File: src/rtl/arpc_map.vh
// Register map and timing constants for the record path control block
`ifndef ARPC_MAP_VH
`define ARPC_MAP_VH
// ----------------------------------------
// Register indices (byte address = 4 * index)
// ----------------------------------------
`define ARPC_IDX_POWER_MGMT_TWO 7'h09
`define ARPC_IDX_POWER_MGMT_FOUR 7'h0B
`define ARPC_IDX_CONVERTER_CONTROL 7'h40
`define ARPC_IDX_LEFT_CONVERTER_VOLUME 7'h42
`define ARPC_IDX_RIGHT_CONVERTER_VOLUME 7'h43
`define ARPC_IDX_RIGHT_MIXER_GAIN 7'h63
`define ARPC_IDX_OUTPUT_TO_MIXER_CONTROL 7'h64
`define ARPC_IDX_SAMPLE_RATE 7'h70
// ----------------------------------------
// Field positions
// ----------------------------------------
`define ARPC_BIT_PREAMP_BOOST 0
`define ARPC_LINE_GAIN_HI 7
`define ARPC_LINE_GAIN_LO 5
`define ARPC_AUX_GAIN_HI 15
`define ARPC_AUX_GAIN_LO 13
`define ARPC_BIT_OUT_AMP_SELECT 15
`define ARPC_OUT_AMP_GAIN_HI 3
`define ARPC_OUT_AMP_GAIN_LO 1
`define ARPC_BIT_LEFT_ENABLE 2
`define ARPC_BIT_RIGHT_ENABLE 3
`define ARPC_BIT_VOLUME_ENABLE 15
`define ARPC_BIT_LEFT_INVERT 1
`define ARPC_BIT_RIGHT_INVERT 0
`define ARPC_BIT_RIGHT_MIXER_ENABLE 7
`define ARPC_BIT_LEFT_MIXER_ENABLE 6
// ----------------------------------------
// Reset values and codes
// ----------------------------------------
`define ARPC_GAIN_OFF 3'h0
`define ARPC_RATE_RESET 3'h7
`define ARPC_VOLUME_RESET 15'h00C0
`define ARPC_BOOST_DB 8'h14
`define ARPC_GAIN_BASE_DB 8'hF4
`define ARPC_GAIN_STEP_DB 8'h03
`define ARPC_DB_MUTE 8'h80
`define ARPC_CLK_HZ 125000000
`define ARPC_FIFO_DEPTH 8
`define ARPC_SAMPLE_W 16
`endif

File: src/rtl/arpc_fifo.v
// Parameterised valid/ready FIFO for record path samples
`timescale 1ns/1ps
module arpc_fifo #(
    parameter WIDTH = 32,
    parameter DEPTH = 8,
    parameter AW = 3
) (
    input wire clk_i,
    input wire rst_i,
    input wire [WIDTH-1:0] in_data_i,
    input wire in_valid_i,
    output wire in_ready_o,
    output wire [WIDTH-1:0] out_data_o,
    output wire out_valid_o,
    input wire out_ready_i
);
    reg [WIDTH-1:0] mem_q [0:DEPTH-1];
    reg [AW-1:0] wr_q;
    reg [AW-1:0] rd_q;
    reg [AW:0] cnt_q;
    wire push;
    wire pop;

    assign in_ready_o = (cnt_q != DEPTH[AW:0]);
    assign out_valid_o = (cnt_q != {(AW+1){1'b0}});
    assign out_data_o = mem_q[rd_q];
    assign push = in_valid_i && in_ready_o;
    assign pop = out_valid_o && out_ready_i;

    always @(posedge clk_i)
    begin
        if (push)
        begin
            mem_q[wr_q] <= in_data_i;
        end
    end

    always @(posedge clk_i)
    begin
        if (rst_i)
        begin
            wr_q <= {AW{1'b0}};
            rd_q <= {AW{1'b0}};
            cnt_q <= {(AW+1){1'b0}};
        end
        else
        begin
            if (push)
            begin
                wr_q <= (wr_q == DEPTH[AW-1:0] - 1'b1) ? {AW{1'b0}} : wr_q + 1'b1;
            end
            if (pop)
            begin
                rd_q <= (rd_q == DEPTH[AW-1:0] - 1'b1) ? {AW{1'b0}} : rd_q + 1'b1;
            end
            if (push && !pop)
            begin
                cnt_q <= cnt_q + 1'b1;
            end
            else if (pop && !push)
            begin
                cnt_q <= cnt_q - 1'b1;
            end
        end
    end
endmodule

File: src/rtl/arpc_top.v
// Record path control registers, polarity and sample stream toward the audio interface
// Overview of operation
// - Right mixer gain bit 0 boosts the right preamp into the right mixer by 20 dB when set.
// - Right mixer gain bits 7:5 set the right line path gain, 000 off, 001 -12 dB up to 111 +6 dB.
// - Right mixer gain bits 15:13 set the right aux path gain with the same coding.
// - Output-to-mixer bit 15 routes the fourth output amp to the left (0) or right (1) mixer.
// - Output-to-mixer bits 3:1 set that amp's gain into the chosen mixer, 000 mutes both.
// - Power management four bits 2 and 3 enable left and right converters, reset disabled.
// - Each enable is one storage bit also seen at bit 15 of its channel volume register.
// - Enables set together start both channels on the same sample slot.
// - Converter control bits 1 and 0 invert left and right sample polarity.
// - Samples pass decimation, volume and high-pass before reaching the audio interface.
// - The record path runs at sample rates from 8 kHz to 48 kHz.
// - Power management two bits 7 and 6 enable right and left record mixers, reset disabled.
`timescale 1ns/1ps
`include "arpc_map.vh"
module arpc_top (
    input wire clk_i,
    input wire rst_i,
    input wire wb_cyc_i,
    input wire wb_stb_i,
    input wire wb_we_i,
    input wire [8:0] wb_adr_i,
    input wire [3:0] wb_sel_i,
    input wire [31:0] wb_dat_i,
    output reg [31:0] wb_dat_o,
    output reg wb_ack_o,
    output reg wb_err_o,
    input wire [15:0] left_sample_i,
    input wire [15:0] right_sample_i,
    input wire sample_valid_i,
    output wire sample_ready_o,
    output wire [31:0] stream_data_o,
    output wire stream_valid_o,
    input wire stream_ready_i,
    output reg right_preamp_db_o,
    output reg [7:0] right_line_path_gain_db_o,
    output reg [7:0] right_aux_path_gain_db_o,
    output reg [7:0] left_out_amp_gain_db_o,
    output reg [7:0] right_out_amp_gain_db_o,
    output reg left_converter_enable_o,
    output reg right_converter_enable_o,
    output reg left_mixer_enable_o,
    output reg right_mixer_enable_o,
    output reg [2:0] sample_rate_sel_o
);
    // ----------------------------------------
    // Storage
    // ----------------------------------------
    reg right_preamp_boost_q;
    reg [2:0] right_line_path_gain_q;
    reg [2:0] right_aux_path_gain_q;
    reg out_amp_mixer_select_q;
    reg [2:0] out_amp_mixer_gain_q;

    reg left_converter_enable_q;
    reg right_converter_enable_q;

    reg left_polarity_invert_q;
    reg right_polarity_invert_q;
    reg left_mixer_enable_q;
    reg right_mixer_enable_q;
    reg [2:0] sample_rate_q;

    reg [15:0] power_two_rest_q;
    reg [15:0] power_four_rest_q;
    reg [15:0] control_rest_q;
    reg [14:0] left_volume_rest_q;
    reg [14:0] right_volume_rest_q;
    reg [15:0] mixer_gain_rest_q;
    reg [15:0] out_mixer_rest_q;

    reg left_run_q;
    reg right_run_q;

    wire [6:0] idx;
    wire req;
    wire wr;
    wire [15:0] wd;

    reg hit;
    reg [15:0] rd;

    assign idx = wb_adr_i[8:2];
    // An answer in flight blocks a second take of the same request
    assign req = wb_cyc_i && wb_stb_i && !wb_ack_o && !wb_err_o;
    assign wr = req && wb_we_i && hit;

    // Byte lanes 0 and 1 carry the 16-bit register
    assign wd = {wb_sel_i[1] ? wb_dat_i[15:8] : rd[15:8],
        wb_sel_i[0] ? wb_dat_i[7:0] : rd[7:0]};

    // ----------------------------------------
    // Gain decode
    // ----------------------------------------
    function [7:0] arpc_gain_db;
        input [2:0] code;
        reg [7:0] steps;
        begin
            // Codes between the end points are spaced evenly
            steps = {5'h00, code - 3'h1};
            if (code == `ARPC_GAIN_OFF)
            begin
                arpc_gain_db = `ARPC_DB_MUTE;
            end
            else
            begin
                arpc_gain_db = `ARPC_GAIN_BASE_DB + steps * `ARPC_GAIN_STEP_DB;
            end
        end
    endfunction

    // ----------------------------------------
    // Read mux
    // ----------------------------------------
    always @*
    begin
        hit = 1'b1;
        rd = 16'h0000;
        case (idx)
            `ARPC_IDX_POWER_MGMT_TWO:
            begin
                rd = power_two_rest_q;
                rd[`ARPC_BIT_RIGHT_MIXER_ENABLE] = right_mixer_enable_q;
                rd[`ARPC_BIT_LEFT_MIXER_ENABLE] = left_mixer_enable_q;
            end

            `ARPC_IDX_POWER_MGMT_FOUR:
            begin
                rd = power_four_rest_q;
                rd[`ARPC_BIT_LEFT_ENABLE] = left_converter_enable_q;
                rd[`ARPC_BIT_RIGHT_ENABLE] = right_converter_enable_q;
            end

            `ARPC_IDX_CONVERTER_CONTROL:
            begin
                rd = control_rest_q;
                rd[`ARPC_BIT_LEFT_INVERT] = left_polarity_invert_q;
                rd[`ARPC_BIT_RIGHT_INVERT] = right_polarity_invert_q;
            end

            `ARPC_IDX_LEFT_CONVERTER_VOLUME:
            begin
                rd = {left_converter_enable_q, left_volume_rest_q};
            end

            `ARPC_IDX_RIGHT_CONVERTER_VOLUME:
            begin
                rd = {right_converter_enable_q, right_volume_rest_q};
            end

            `ARPC_IDX_RIGHT_MIXER_GAIN:
            begin
                rd = mixer_gain_rest_q;
                rd[`ARPC_BIT_PREAMP_BOOST] = right_preamp_boost_q;
                rd[`ARPC_LINE_GAIN_HI:`ARPC_LINE_GAIN_LO] = right_line_path_gain_q;
                rd[`ARPC_AUX_GAIN_HI:`ARPC_AUX_GAIN_LO] = right_aux_path_gain_q;
            end

            `ARPC_IDX_OUTPUT_TO_MIXER_CONTROL:
            begin
                rd = out_mixer_rest_q;
                rd[`ARPC_BIT_OUT_AMP_SELECT] = out_amp_mixer_select_q;
                rd[`ARPC_OUT_AMP_GAIN_HI:`ARPC_OUT_AMP_GAIN_LO] = out_amp_mixer_gain_q;
            end

            `ARPC_IDX_SAMPLE_RATE:
            begin
                rd = {13'h0000, sample_rate_q};
            end

            default:
            begin
                hit = 1'b0;
            end
        endcase
    end

    // ----------------------------------------
    // Bus slave and register writes
    // ----------------------------------------
    always @(posedge clk_i)
    begin
        if (rst_i)
        begin
            wb_ack_o <= 1'b0;
            wb_err_o <= 1'b0;
            wb_dat_o <= 32'h00000000;

            right_preamp_boost_q <= 1'b0;
            right_line_path_gain_q <= `ARPC_GAIN_OFF;
            right_aux_path_gain_q <= `ARPC_GAIN_OFF;
            out_amp_mixer_select_q <= 1'b0;
            out_amp_mixer_gain_q <= `ARPC_GAIN_OFF;
            left_converter_enable_q <= 1'b0;
            right_converter_enable_q <= 1'b0;
            left_polarity_invert_q <= 1'b0;
            right_polarity_invert_q <= 1'b0;
            left_mixer_enable_q <= 1'b0;
            right_mixer_enable_q <= 1'b0;
            sample_rate_q <= `ARPC_RATE_RESET;

            power_two_rest_q <= 16'h0000;
            power_four_rest_q <= 16'h0000;
            control_rest_q <= 16'h0000;
            left_volume_rest_q <= `ARPC_VOLUME_RESET;
            right_volume_rest_q <= `ARPC_VOLUME_RESET;
            mixer_gain_rest_q <= 16'h0000;
            out_mixer_rest_q <= 16'h0000;
        end
        else
        begin
            wb_ack_o <= req && hit;
            wb_err_o <= req && !hit;
            wb_dat_o <= (req && !wb_we_i && hit) ? {16'h0000, rd} : 32'h00000000;

            if (wr)
            begin
                case (idx)
                    `ARPC_IDX_POWER_MGMT_TWO:
                    begin
                        power_two_rest_q <= wd;
                        right_mixer_enable_q <= wd[`ARPC_BIT_RIGHT_MIXER_ENABLE];
                        left_mixer_enable_q <= wd[`ARPC_BIT_LEFT_MIXER_ENABLE];
                    end

                    `ARPC_IDX_POWER_MGMT_FOUR:
                    begin
                        // Both enables land on the same edge from one write
                        power_four_rest_q <= wd;
                        left_converter_enable_q <= wd[`ARPC_BIT_LEFT_ENABLE];
                        right_converter_enable_q <= wd[`ARPC_BIT_RIGHT_ENABLE];
                    end

                    `ARPC_IDX_CONVERTER_CONTROL:
                    begin
                        control_rest_q <= wd;
                        left_polarity_invert_q <= wd[`ARPC_BIT_LEFT_INVERT];
                        right_polarity_invert_q <= wd[`ARPC_BIT_RIGHT_INVERT];
                    end

                    `ARPC_IDX_LEFT_CONVERTER_VOLUME:
                    begin
                        left_converter_enable_q <= wd[`ARPC_BIT_VOLUME_ENABLE];
                        left_volume_rest_q <= wd[14:0];
                    end

                    `ARPC_IDX_RIGHT_CONVERTER_VOLUME:
                    begin
                        right_converter_enable_q <= wd[`ARPC_BIT_VOLUME_ENABLE];
                        right_volume_rest_q <= wd[14:0];
                    end

                    `ARPC_IDX_RIGHT_MIXER_GAIN:
                    begin
                        mixer_gain_rest_q <= wd;
                        right_preamp_boost_q <= wd[`ARPC_BIT_PREAMP_BOOST];
                        right_line_path_gain_q <= wd[`ARPC_LINE_GAIN_HI:`ARPC_LINE_GAIN_LO];
                        right_aux_path_gain_q <= wd[`ARPC_AUX_GAIN_HI:`ARPC_AUX_GAIN_LO];
                    end

                    `ARPC_IDX_OUTPUT_TO_MIXER_CONTROL:
                    begin
                        out_mixer_rest_q <= wd;
                        out_amp_mixer_select_q <= wd[`ARPC_BIT_OUT_AMP_SELECT];
                        out_amp_mixer_gain_q <= wd[`ARPC_OUT_AMP_GAIN_HI:`ARPC_OUT_AMP_GAIN_LO];
                    end

                    `ARPC_IDX_SAMPLE_RATE:
                    begin
                        sample_rate_q <= wd[2:0];
                    end

                    default:
                    begin
                        sample_rate_q <= sample_rate_q;
                    end
                endcase
            end
        end
    end

    // ----------------------------------------
    // Analogue control outputs
    // ----------------------------------------
    always @(posedge clk_i)
    begin
        if (rst_i)
        begin
            right_preamp_db_o <= 1'b0;
            right_line_path_gain_db_o <= `ARPC_DB_MUTE;
            right_aux_path_gain_db_o <= `ARPC_DB_MUTE;
            left_out_amp_gain_db_o <= `ARPC_DB_MUTE;
            right_out_amp_gain_db_o <= `ARPC_DB_MUTE;

            left_converter_enable_o <= 1'b0;
            right_converter_enable_o <= 1'b0;
            left_mixer_enable_o <= 1'b0;
            right_mixer_enable_o <= 1'b0;
            sample_rate_sel_o <= `ARPC_RATE_RESET;
        end
        else
        begin
            right_preamp_db_o <= right_preamp_boost_q;
            right_line_path_gain_db_o <= arpc_gain_db(right_line_path_gain_q);
            right_aux_path_gain_db_o <= arpc_gain_db(right_aux_path_gain_q);

            // Only one mixer takes the amp; the other sees mute
            left_out_amp_gain_db_o <= out_amp_mixer_select_q ? `ARPC_DB_MUTE :
                arpc_gain_db(out_amp_mixer_gain_q);
            right_out_amp_gain_db_o <= out_amp_mixer_select_q ?
                arpc_gain_db(out_amp_mixer_gain_q) : `ARPC_DB_MUTE;

            left_converter_enable_o <= left_converter_enable_q;
            right_converter_enable_o <= right_converter_enable_q;
            left_mixer_enable_o <= left_mixer_enable_q;
            right_mixer_enable_o <= right_mixer_enable_q;
            sample_rate_sel_o <= sample_rate_q;
        end
    end

    // ----------------------------------------
    // Sample path
    // ----------------------------------------
    // Channels start only at a sample boundary, so a joint enable aligns both
    wire fifo_ready;
    wire [15:0] left_out;
    wire [15:0] right_out;
    wire take;

    assign take = sample_valid_i && fifo_ready;
    assign sample_ready_o = fifo_ready;

    always @(posedge clk_i)
    begin
        if (rst_i)
        begin
            left_run_q <= 1'b0;
            right_run_q <= 1'b0;
        end
        else if (take)
        begin
            left_run_q <= left_converter_enable_q;
            right_run_q <= right_converter_enable_q;
        end
    end

    // Inputs are decimated, volume-scaled and filtered upstream
    assign left_out = left_run_q ? (left_polarity_invert_q ?
        16'h0000 - left_sample_i : left_sample_i) : 16'h0000;

    assign right_out = right_run_q ? (right_polarity_invert_q ?
        16'h0000 - right_sample_i : right_sample_i) : 16'h0000;

    arpc_fifo #(
        .WIDTH(32),
        .DEPTH(`ARPC_FIFO_DEPTH),
        .AW(3)
    ) u_fifo (
        .clk_i(clk_i),
        .rst_i(rst_i),
        .in_data_i({left_out, right_out}),
        .in_valid_i(sample_valid_i && (left_run_q || right_run_q)),
        .in_ready_o(fifo_ready),
        .out_data_o(stream_data_o),
        .out_valid_o(stream_valid_o),
        .out_ready_i(stream_ready_i)
    );
endmodule

File: config.mk
export PLATFORM = sky130hd
export DESIGN_NAME = arpc_top
export DESIGN_NICKNAME = d
export VERILOG_FILES = /design/src/rtl/arpc_fifo.v /design/src/rtl/arpc_top.v
export VERILOG_INCLUDE_DIRS = /design/src /design/src/rtl
export SDC_FILE = /design/constraint.sdc
export NUM_CORES = 1
export LEC_CHECK = 0
export BUFFER_PORTS_ARGS = -buffer_cell sky130_fd_sc_hd__buf_4
export CAP_MARGIN = 25
export CORE_MARGIN = 5
export CORE_UTILIZATION = 25
export CTS_CLUSTER_DIAMETER = 40
export CTS_CLUSTER_SIZE = 30
export DETAILED_ROUTE_END_ITERATION = 12
export SLEW_MARGIN = 30
export SYNTH_ARGS = -nofsm -noshare
export SYNTH_HDL_FRONTEND = slang
export SYNTH_SLANG_ARGS = --single-unit
File: constraint.sdc
create_clock -name clk_i -period 9.7 [get_ports clk_i]
set_clock_uncertainty 0.15 [all_clocks]
set_input_delay 0.97 -clock clk_i [delete_from_list [all_inputs] [get_ports clk_i]]
set_output_delay 0.97 -clock clk_i [all_outputs]
set_load 0.1 [all_outputs]
==> results of run 1 <==
-- layout by cell type (no fill, tap or decap), types with 15 or more instances in the layout --
master / n
buf_4: 173
nor2b_1: 24
clkbuf_16: 70
and2_1: 23
nor3_1: 15
o21ai_0: 61
edfxtp_1: 256
nor2_1: 85
inv_1: 39
xor2_1: 15
conb_1: 16
dfxtp_1: 176
a21oi_1: 46
nand2_1: 116
mux2_2: 44
mux2i_1: 32
nand3_1: 26
o21ai_1: 22
o22ai_1: 20
xnor2_1: 18
mux4_2: 64
a211oi_1: 70
ha_1: 15
-- kinds of logic (layout without fill, tap and decap cells) --
group / Yosys count / after routing / synth area share (%)
AOI/OAI and AO/OA: 285 / 285 / 10.01
xor gates and xnor gates: 33 / 33 / 1.546
adders and majority gates: 21 / 21 / 1.646
buffers and inverters: 147 / 343 / 3.808
DFF: 434 / 434 / 60.18
muxes: 145 / 145 / 12.41
other: 1 / 17 / 0.02006
and+or+nand+nor: 374 / 374 / 10.39
-- sequential cells by signal, indices dropped and copies added, names as in the netlist, 4 cells and up, named ones only --
name / count
u_fifo.mem_q: 256
mixer_gain_rest_q: 11
right_line_path_gain_db_o: 6
right_out_amp_gain_db_o: 6
u_fifo.cnt_q: 4
control_rest_q: 16
power_two_rest_q: 16
right_aux_path_gain_db_o: 6
right_volume_rest_q: 15
left_out_amp_gain_db_o: 6
left_volume_rest_q: 15
wb_dat_o: 16
power_four_rest_q: 14
out_mixer_rest_q: 13
-- per-layer routing --
metal,track usage (%),up-vias
li1,-,5732
met1,15.86,6218
met2,19.84,427
met3,3.398,59
met4,3.603,0
met5,0,-
-- per-stage QoR --
step	hold WS [ns]	worst slack, ns
after floorplan	0.2788	4.153
after global placement	0.2943	5.666
after detailed placement	0.3109	5.933
after CTS	0.3203	5.353
after global routing	0.3443	5.242
final	0.3162	5.493
-- tightest hold or removal path, cell delays in order, from the launching register on --
cell     delay (ns)
dfxtp_1        0.31
nand2_1        0.08
inv_1          0.04
-- worst paths after layout --
path                       start                   to  cells past startpoint
max reg2reg      u_fifo.cnt_q[0]      u_fifo.cnt_q[3]                     12
max                     register     stream_data_o[8]                      5
min          power_two_rest_q[6]  left_mixer_enable_o                      2
min reg2reg  power_two_rest_q[6]  left_mixer_enable_o                      2
-- cell type report --
| type | count | area, µm² | area share (%) |
|---|---|---|---|
| clock inverters | 45 | 495.5 | 2.137 |
| well taps | 969 | 1212 | 5.229 |
| clock buffers | 82 | 1857 | 8.009 |
| inverters | 40 | 150.1 | 0.6476 |
| multi-input cells | 874 | 6847 | 29.53 |
| diodes | 1 | 2.502 | 0.01079 |
| flip-flops and latches | 434 | 11260 | 48.55 |
| repair buffers | 176 | 1365 | 5.888 |
-- where the power goes --
part / switching [mW] / total [mW] / internal (mW)
sequential: 0.0232 / 1.97 / 1.94
combinational: 0.765 / 1.08 / 0.311
clock: 0.950 / 2.42 / 1.47
total: 1.74 / 5.46 / 3.72
==> flow_summary.json, run 1 <==
{
  "max_cap_viol_count": 0,
  "portBuffers": 155,
  "wl_per_cell_um": 19.21,
  "avgSynthCellArea_um2": 12.98,
  "synth.most_common_cell": "edfxtp_1",
  "dr.pass1.iters": 5,
  "final_max_slew_viol_count": 0,
  "fin_setup_tns_ns": 0,
  "vdd_ir_drop_max_mv": 0.1205,
  "synthTopCellsByCount": "edfxtp_1 (256), dfxtp_1 (178), nand2_1 (116)",
  "numCtsBuffers": 70,
  "ant_nets": 0,
  "start_util_pct": 25.15,
  "dr_wl_met2_um": 24000,
  "die_w_um": 283.5,
  "yosysTopAreaCell": "edfxtp_1",
  "max-slew-margin-rel_pct": 34.13,
  "ys.flop_type": "edfxtp_1",
  "coreArea_um2": 74320,
  "max_freq_ghz": 0.2377,
  "ys_ff_latch": 434,
  "cts_tree": "yes",
  "worstMarginPinSlew_ns": 0.9880,
  "die_area_um2": 80350,
  "ios": 192,
  "final_core_util_pct": 31.20,
  "placed_area_um2": 20790,
  "total_power_mw": 5.461,
  "cts_setup_buffers": 0,
  "hold_viol": 0,
  "synthToLayoutAreaGrowth_pct": 24.01,
  "reg2reg_setup_slack_ns": 6.42,
  "post_cts_resized": 0,
  "synth_cell_types": 78,
  "track_usage_pct": 12.17,
  "clk_pin_slew_ns": 0.05,
  "routed_wl_um": 50360,
  "die_y_um": 283.5,
  "crit_type": "register to output port",
  "rows": 100,
  "end_kind": "output port",
  "synth_area_leaders": "edfxtp_1 (41%), dfxtp_1 (19%), mux4_2 (7.7%)",
  "grt_max_degree": 92,
  "status": "completed",
  "async_reset_ff_share_pct": 0,
  "period_share_pct": 43.37,
  "crit_family": "buffers and inverters",
  "leakagePower_nw": 7.907,
  "syn_area_um2": 18700,
  "crit_top_cell": "buf_4",
  "wl_met1_um": 21500,
  "cts_buffer_depth": 3,
  "ctsHoldBuffers": 0,
  "crit_chain": "buf_4, buf_16, mux4_2, mux2_2, buf_4",
  "h-tree-depth": 3,
  "vias": 12436,
  "min_path_type": "register to register",
  "cp.arrival_ns": 3.09,
  "cp_max_fo": 29,
  "ctsRootBufferMaster": "clkbuf_16",
  "clock-sinks": 434,
  "grt_pass1_vias": 12685,
  "grt-ovfl-total": 0,
  "drc": 0,
  "wl_met3_um": 3994,
  "drive_above_1_share_pct": 26.71,
  "netlist_instances": 1440,
  "hpwl_um": 32020,
  "slowest_delay_ns": 0.57,
  "postLayoutCellArea_um2": 23180,
  "antenna_found_initial": 1,
  "place_congestion": 0.8169,
  "start_kind": "register",
  "fillers": 7383,
  "top_layer_used": "met4",
  "setup_viol": 0,
  "cellPowerDensity_nw_per_um2": 235.5,
  "grt_pass1_wl_um": 77210,
  "ys_warn_count": 0,
  "layoutNonFillerInstCount": 2621,
  "rsz0062_at_grt": "false",
  "yosysSeqAreaShare_pct": 60.18,
  "crit_required_ns": 8.58,
  "yosys.area.top_type_share_pct": 41.12,
  "viasPerCell": 4.745,
  "dp.cells": 2492,
  "clock_latency_ns": 0.61,
  "cp.buffers_inverters": 3,
  "cp_slowest_cell": "dfxtp_4",
  "drtIter0Drc": 1043,
  "synth_edf_count": 256,
  "period_needed_ns": 4.207,
  "nets": 1701
}
Note: power is estimated with default switching activity, not from simulation.
==> run 2: changes to the inputs <==
ABC_AREA = 1   (was default)
clock period = 3.4 ns   (was 9.7 ns; I/O delays follow)
==> run 2 against run 1 <==
Against the previous run: combinational power rose to 4.9 times the previous value; count of clock-buffer cells in the layout up 5; design area up 0.92%; register-to-register slack worse by 5.7 ns; synthesized cell count up 36%; sequential share of layout area down 0.44 points; cell count up 20%; critical path type unchanged; critical endpoint is now stream_data_o[18]; largest cell class unchanged.
==> flow_summary.json, run 2 <==
{
  "viasPerCell": 4.511,
  "grt_pass1_wl_um": 80390,
  "die_y_um": 281.6,
  "crit_chain": "buf_4, o21ai_0, o22ai_1, nor2_1, a31oi_1, buf_4",
  "clock-sinks": 434,
  "portBuffers": 155,
  "h-tree-depth": 3,
  "ios": 192,
  "yosysTopAreaCell": "edfxtp_1",
  "hold_viol": 0,
  "synth_edf_count": 256,
  "final_max_slew_viol_count": 0,
  "synth.most_common_cell": "nor2_1",
  "end_kind": "output port",
  "nets": 2228,
  "netlist_instances": 1953,
  "cp.arrival_ns": 2.43,
  "dp.cells": 2997,
  "multi_input_area_um2": 6215,
  "antenna_found_initial": 0,
  "vias": 14178,
  "layoutNonFillerInstCount": 3143,
  "ys_warn_count": 0,
  "drive_above_1_share_pct": 18.13,
  "worstMarginPinSlew_ns": 0.8859,
  "die_w_um": 281.6,
  "grt_pass1_vias": 13565,
  "crit_top_cell": "buf_4",
  "ys_ff_latch": 434,
  "cp_slowest_cell": "buf_4",
  "leakagePower_nw": 8.961,
  "fillers": 7475,
  "cellPowerDensity_nw_per_um2": 807.7,
  "place_congestion": 0.8109,
  "drtIter0Drc": 1144,
  "avgSynthCellArea_um2": 9.444,
  "placed_area_um2": 20670,
  "dr.pass1.iters": 5,
  "ys.flop_type": "edfxtp_1",
  "yosys.area.top_type_share_pct": 41.68,
  "mostFrequentLayoutCells": "nor2_1 (421), edfxtp_1 (256), o21ai_0 (213)",
  "period_share_pct": 85.89,
  "track_usage_pct": 13.01,
  "cts_tree": "yes",
  "synth_cell_types": 42,
  "clock_latency_ns": 0.61,
  "total_power_mw": 18.90,
  "slowest_delay_ns": 0.39,
  "coreArea_um2": 73080,
  "regMostFlops": "u_fifo.mem_q",
  "mostFrequentLayoutCell": "nor2_1",
  "drc": 0,
  "synth_area_leaders": "edfxtp_1 (42%), dfxtp_1 (19%), nor2_1 (8.7%)",
  "ant_nets": 0,
  "yosysSeqAreaShare_pct": 61.00,
  "numCtsBuffers": 74,
  "seq_area_um2": 11260,
  "grt-ovfl-total": 0,
  "start_util_pct": 25.24,
  "status": "completed",
  "hpwl_um": 32910,
  "fin_setup_tns_ns": 0,
  "async_reset_ff_share_pct": 0,
  "max_cap_viol_count": 0,
  "clk_pin_slew_ns": 0.05,
  "largest_register_ffs": 256,
  "setup_viol": 0,
  "wl_per_cell_um": 16.84,
  "postLayoutCellArea_um2": 23400,
  "routed_wl_um": 52940,
  "synthTopCellsByCount": "nor2_1 (429), edfxtp_1 (256), o21ai_0 (213)",
  "die_area_um2": 79310,
  "crit_type": "register to output port",
  "rows": 99,
  "synthToLayoutAreaGrowth_pct": 26.86,
  "syn_area_um2": 18440,
  "rsz0062_at_grt": "false",
  "cp_max_fo": 42,
  "max_freq_ghz": 0.3424,
  "crit_required_ns": 2.91,
  "cts_buffer_depth": 3,
  "grt_max_degree": 122,
  "min_path_type": "input port to register",
  "ctsRootBufferMaster": "clkbuf_16",
  "period_needed_ns": 2.920,
  "start_kind": "register",
  "antenna_cells": 0,
  "vdd_ir_drop_max_mv": 0.3810,
  "max-slew-margin-rel_pct": 40.48
}
[run 2: changes by cell type after synthesis, moves of 48 or more]
| cell | delta |
|---|---|
| mux4_2 | -64 |
| nor2_1 | +341 |
| a211oi_1 | -70 |
| o21ai_0 | +152 |
| inv_1 | +62 |
| a21oi_1 | +83 |
| nand2_1 | +85 |
| o21ai_1 | +48 |
[run 2: cell families after synthesis]
logic type	Yosys count	synth area share, %
buffers and inverters	245	5.970
xor gates and xnor gates	6	0.2849
AOI/OAI and AO/OA	494	14.15
adders and majority gates	21	1.669
DFF	434	61.00
and+or+nand+nor	752	16.91
other	1	0.02033
[run 2: layer usage]
layer  up-vias  global-route usage [%]  share of wire [%]
li1       6990                       -                  -
met1      6680                   16.98                 43
met2       441                   21.82                 49
met3        67                   2.939                6.8
met4         0                   3.716                1.7
met5         -                       0                  0
[run 2: power by group]
group	leakage, nW	internal, mW	switching (mW)
Clock	1.26	4.98	2.78
Combinational	3.89	1.14	4.17
Sequential	3.81	5.75	0.0690
Total	8.96	11.9	7.02
[run 2: cell type report]
| cell class | instances | area share (%) |
|---|---|---|
| sequential | 434 | 48.11 |
| inverter | 122 | 1.963 |
| tap | 959 | 5.128 |
| clock inverter | 50 | 2.947 |
| multi-input combinational | 1289 | 26.56 |
| clock buffer | 87 | 8.342 |
| timing repair buffer | 202 | 6.952 |
[run 2: critical path: cells and delay by family, from the launching register on]
family                 cells  cell delay (ns)
buffers and inverters      2             0.75
AO/OA/AOI/OAI              3             0.66
AND/OR/NAND/NOR            1             0.06
flip-flops                 1             0.37
[run 2: through the flow]
| step | util, % | setup slack (ns) | hold slack, ns |
|---|---|---|---|
| 4_1_cts | 32.02 | 0.3443 | 0.004403 |
| 3_5_place_dp | 28.28 | 0.6152 | 0.2982 |
| 2_1_floorplan | - | -0.4776 | 0.2637 |
| 5_1_grt | 32.02 | 0.2438 | 0.04658 |
| 6_report | 32.02 | 0.4798 | 0.04353 |
| 3_3_place_gp | 28.28 | 0.6654 | 0.2933 |
[run 2: final timing paths]
| check | cells after the start | end | from | slack [ns] |
|---|---|---|---|---|
| max reg2reg | 6 | wb_dat_o[1] | wb_ack_o | 0.75 |
| min reg2reg | 2 | sample_rate_q[1] | sample_rate_q[1] | 0.31 |
| max | 6 | stream_data_o[18] | register | 0.48 |
| min | 4 | out_mixer_rest_q[9] | wb_dat_i[9] | 0.04 |
[run 2: repair_timing]
item / 4_1_cts / 5_1_grt
buffers inserted: 0 / 0
hold buffers: 9 / 0
endpoints found under the hold margin: 39 / 0
resized for setup: 0 / 0
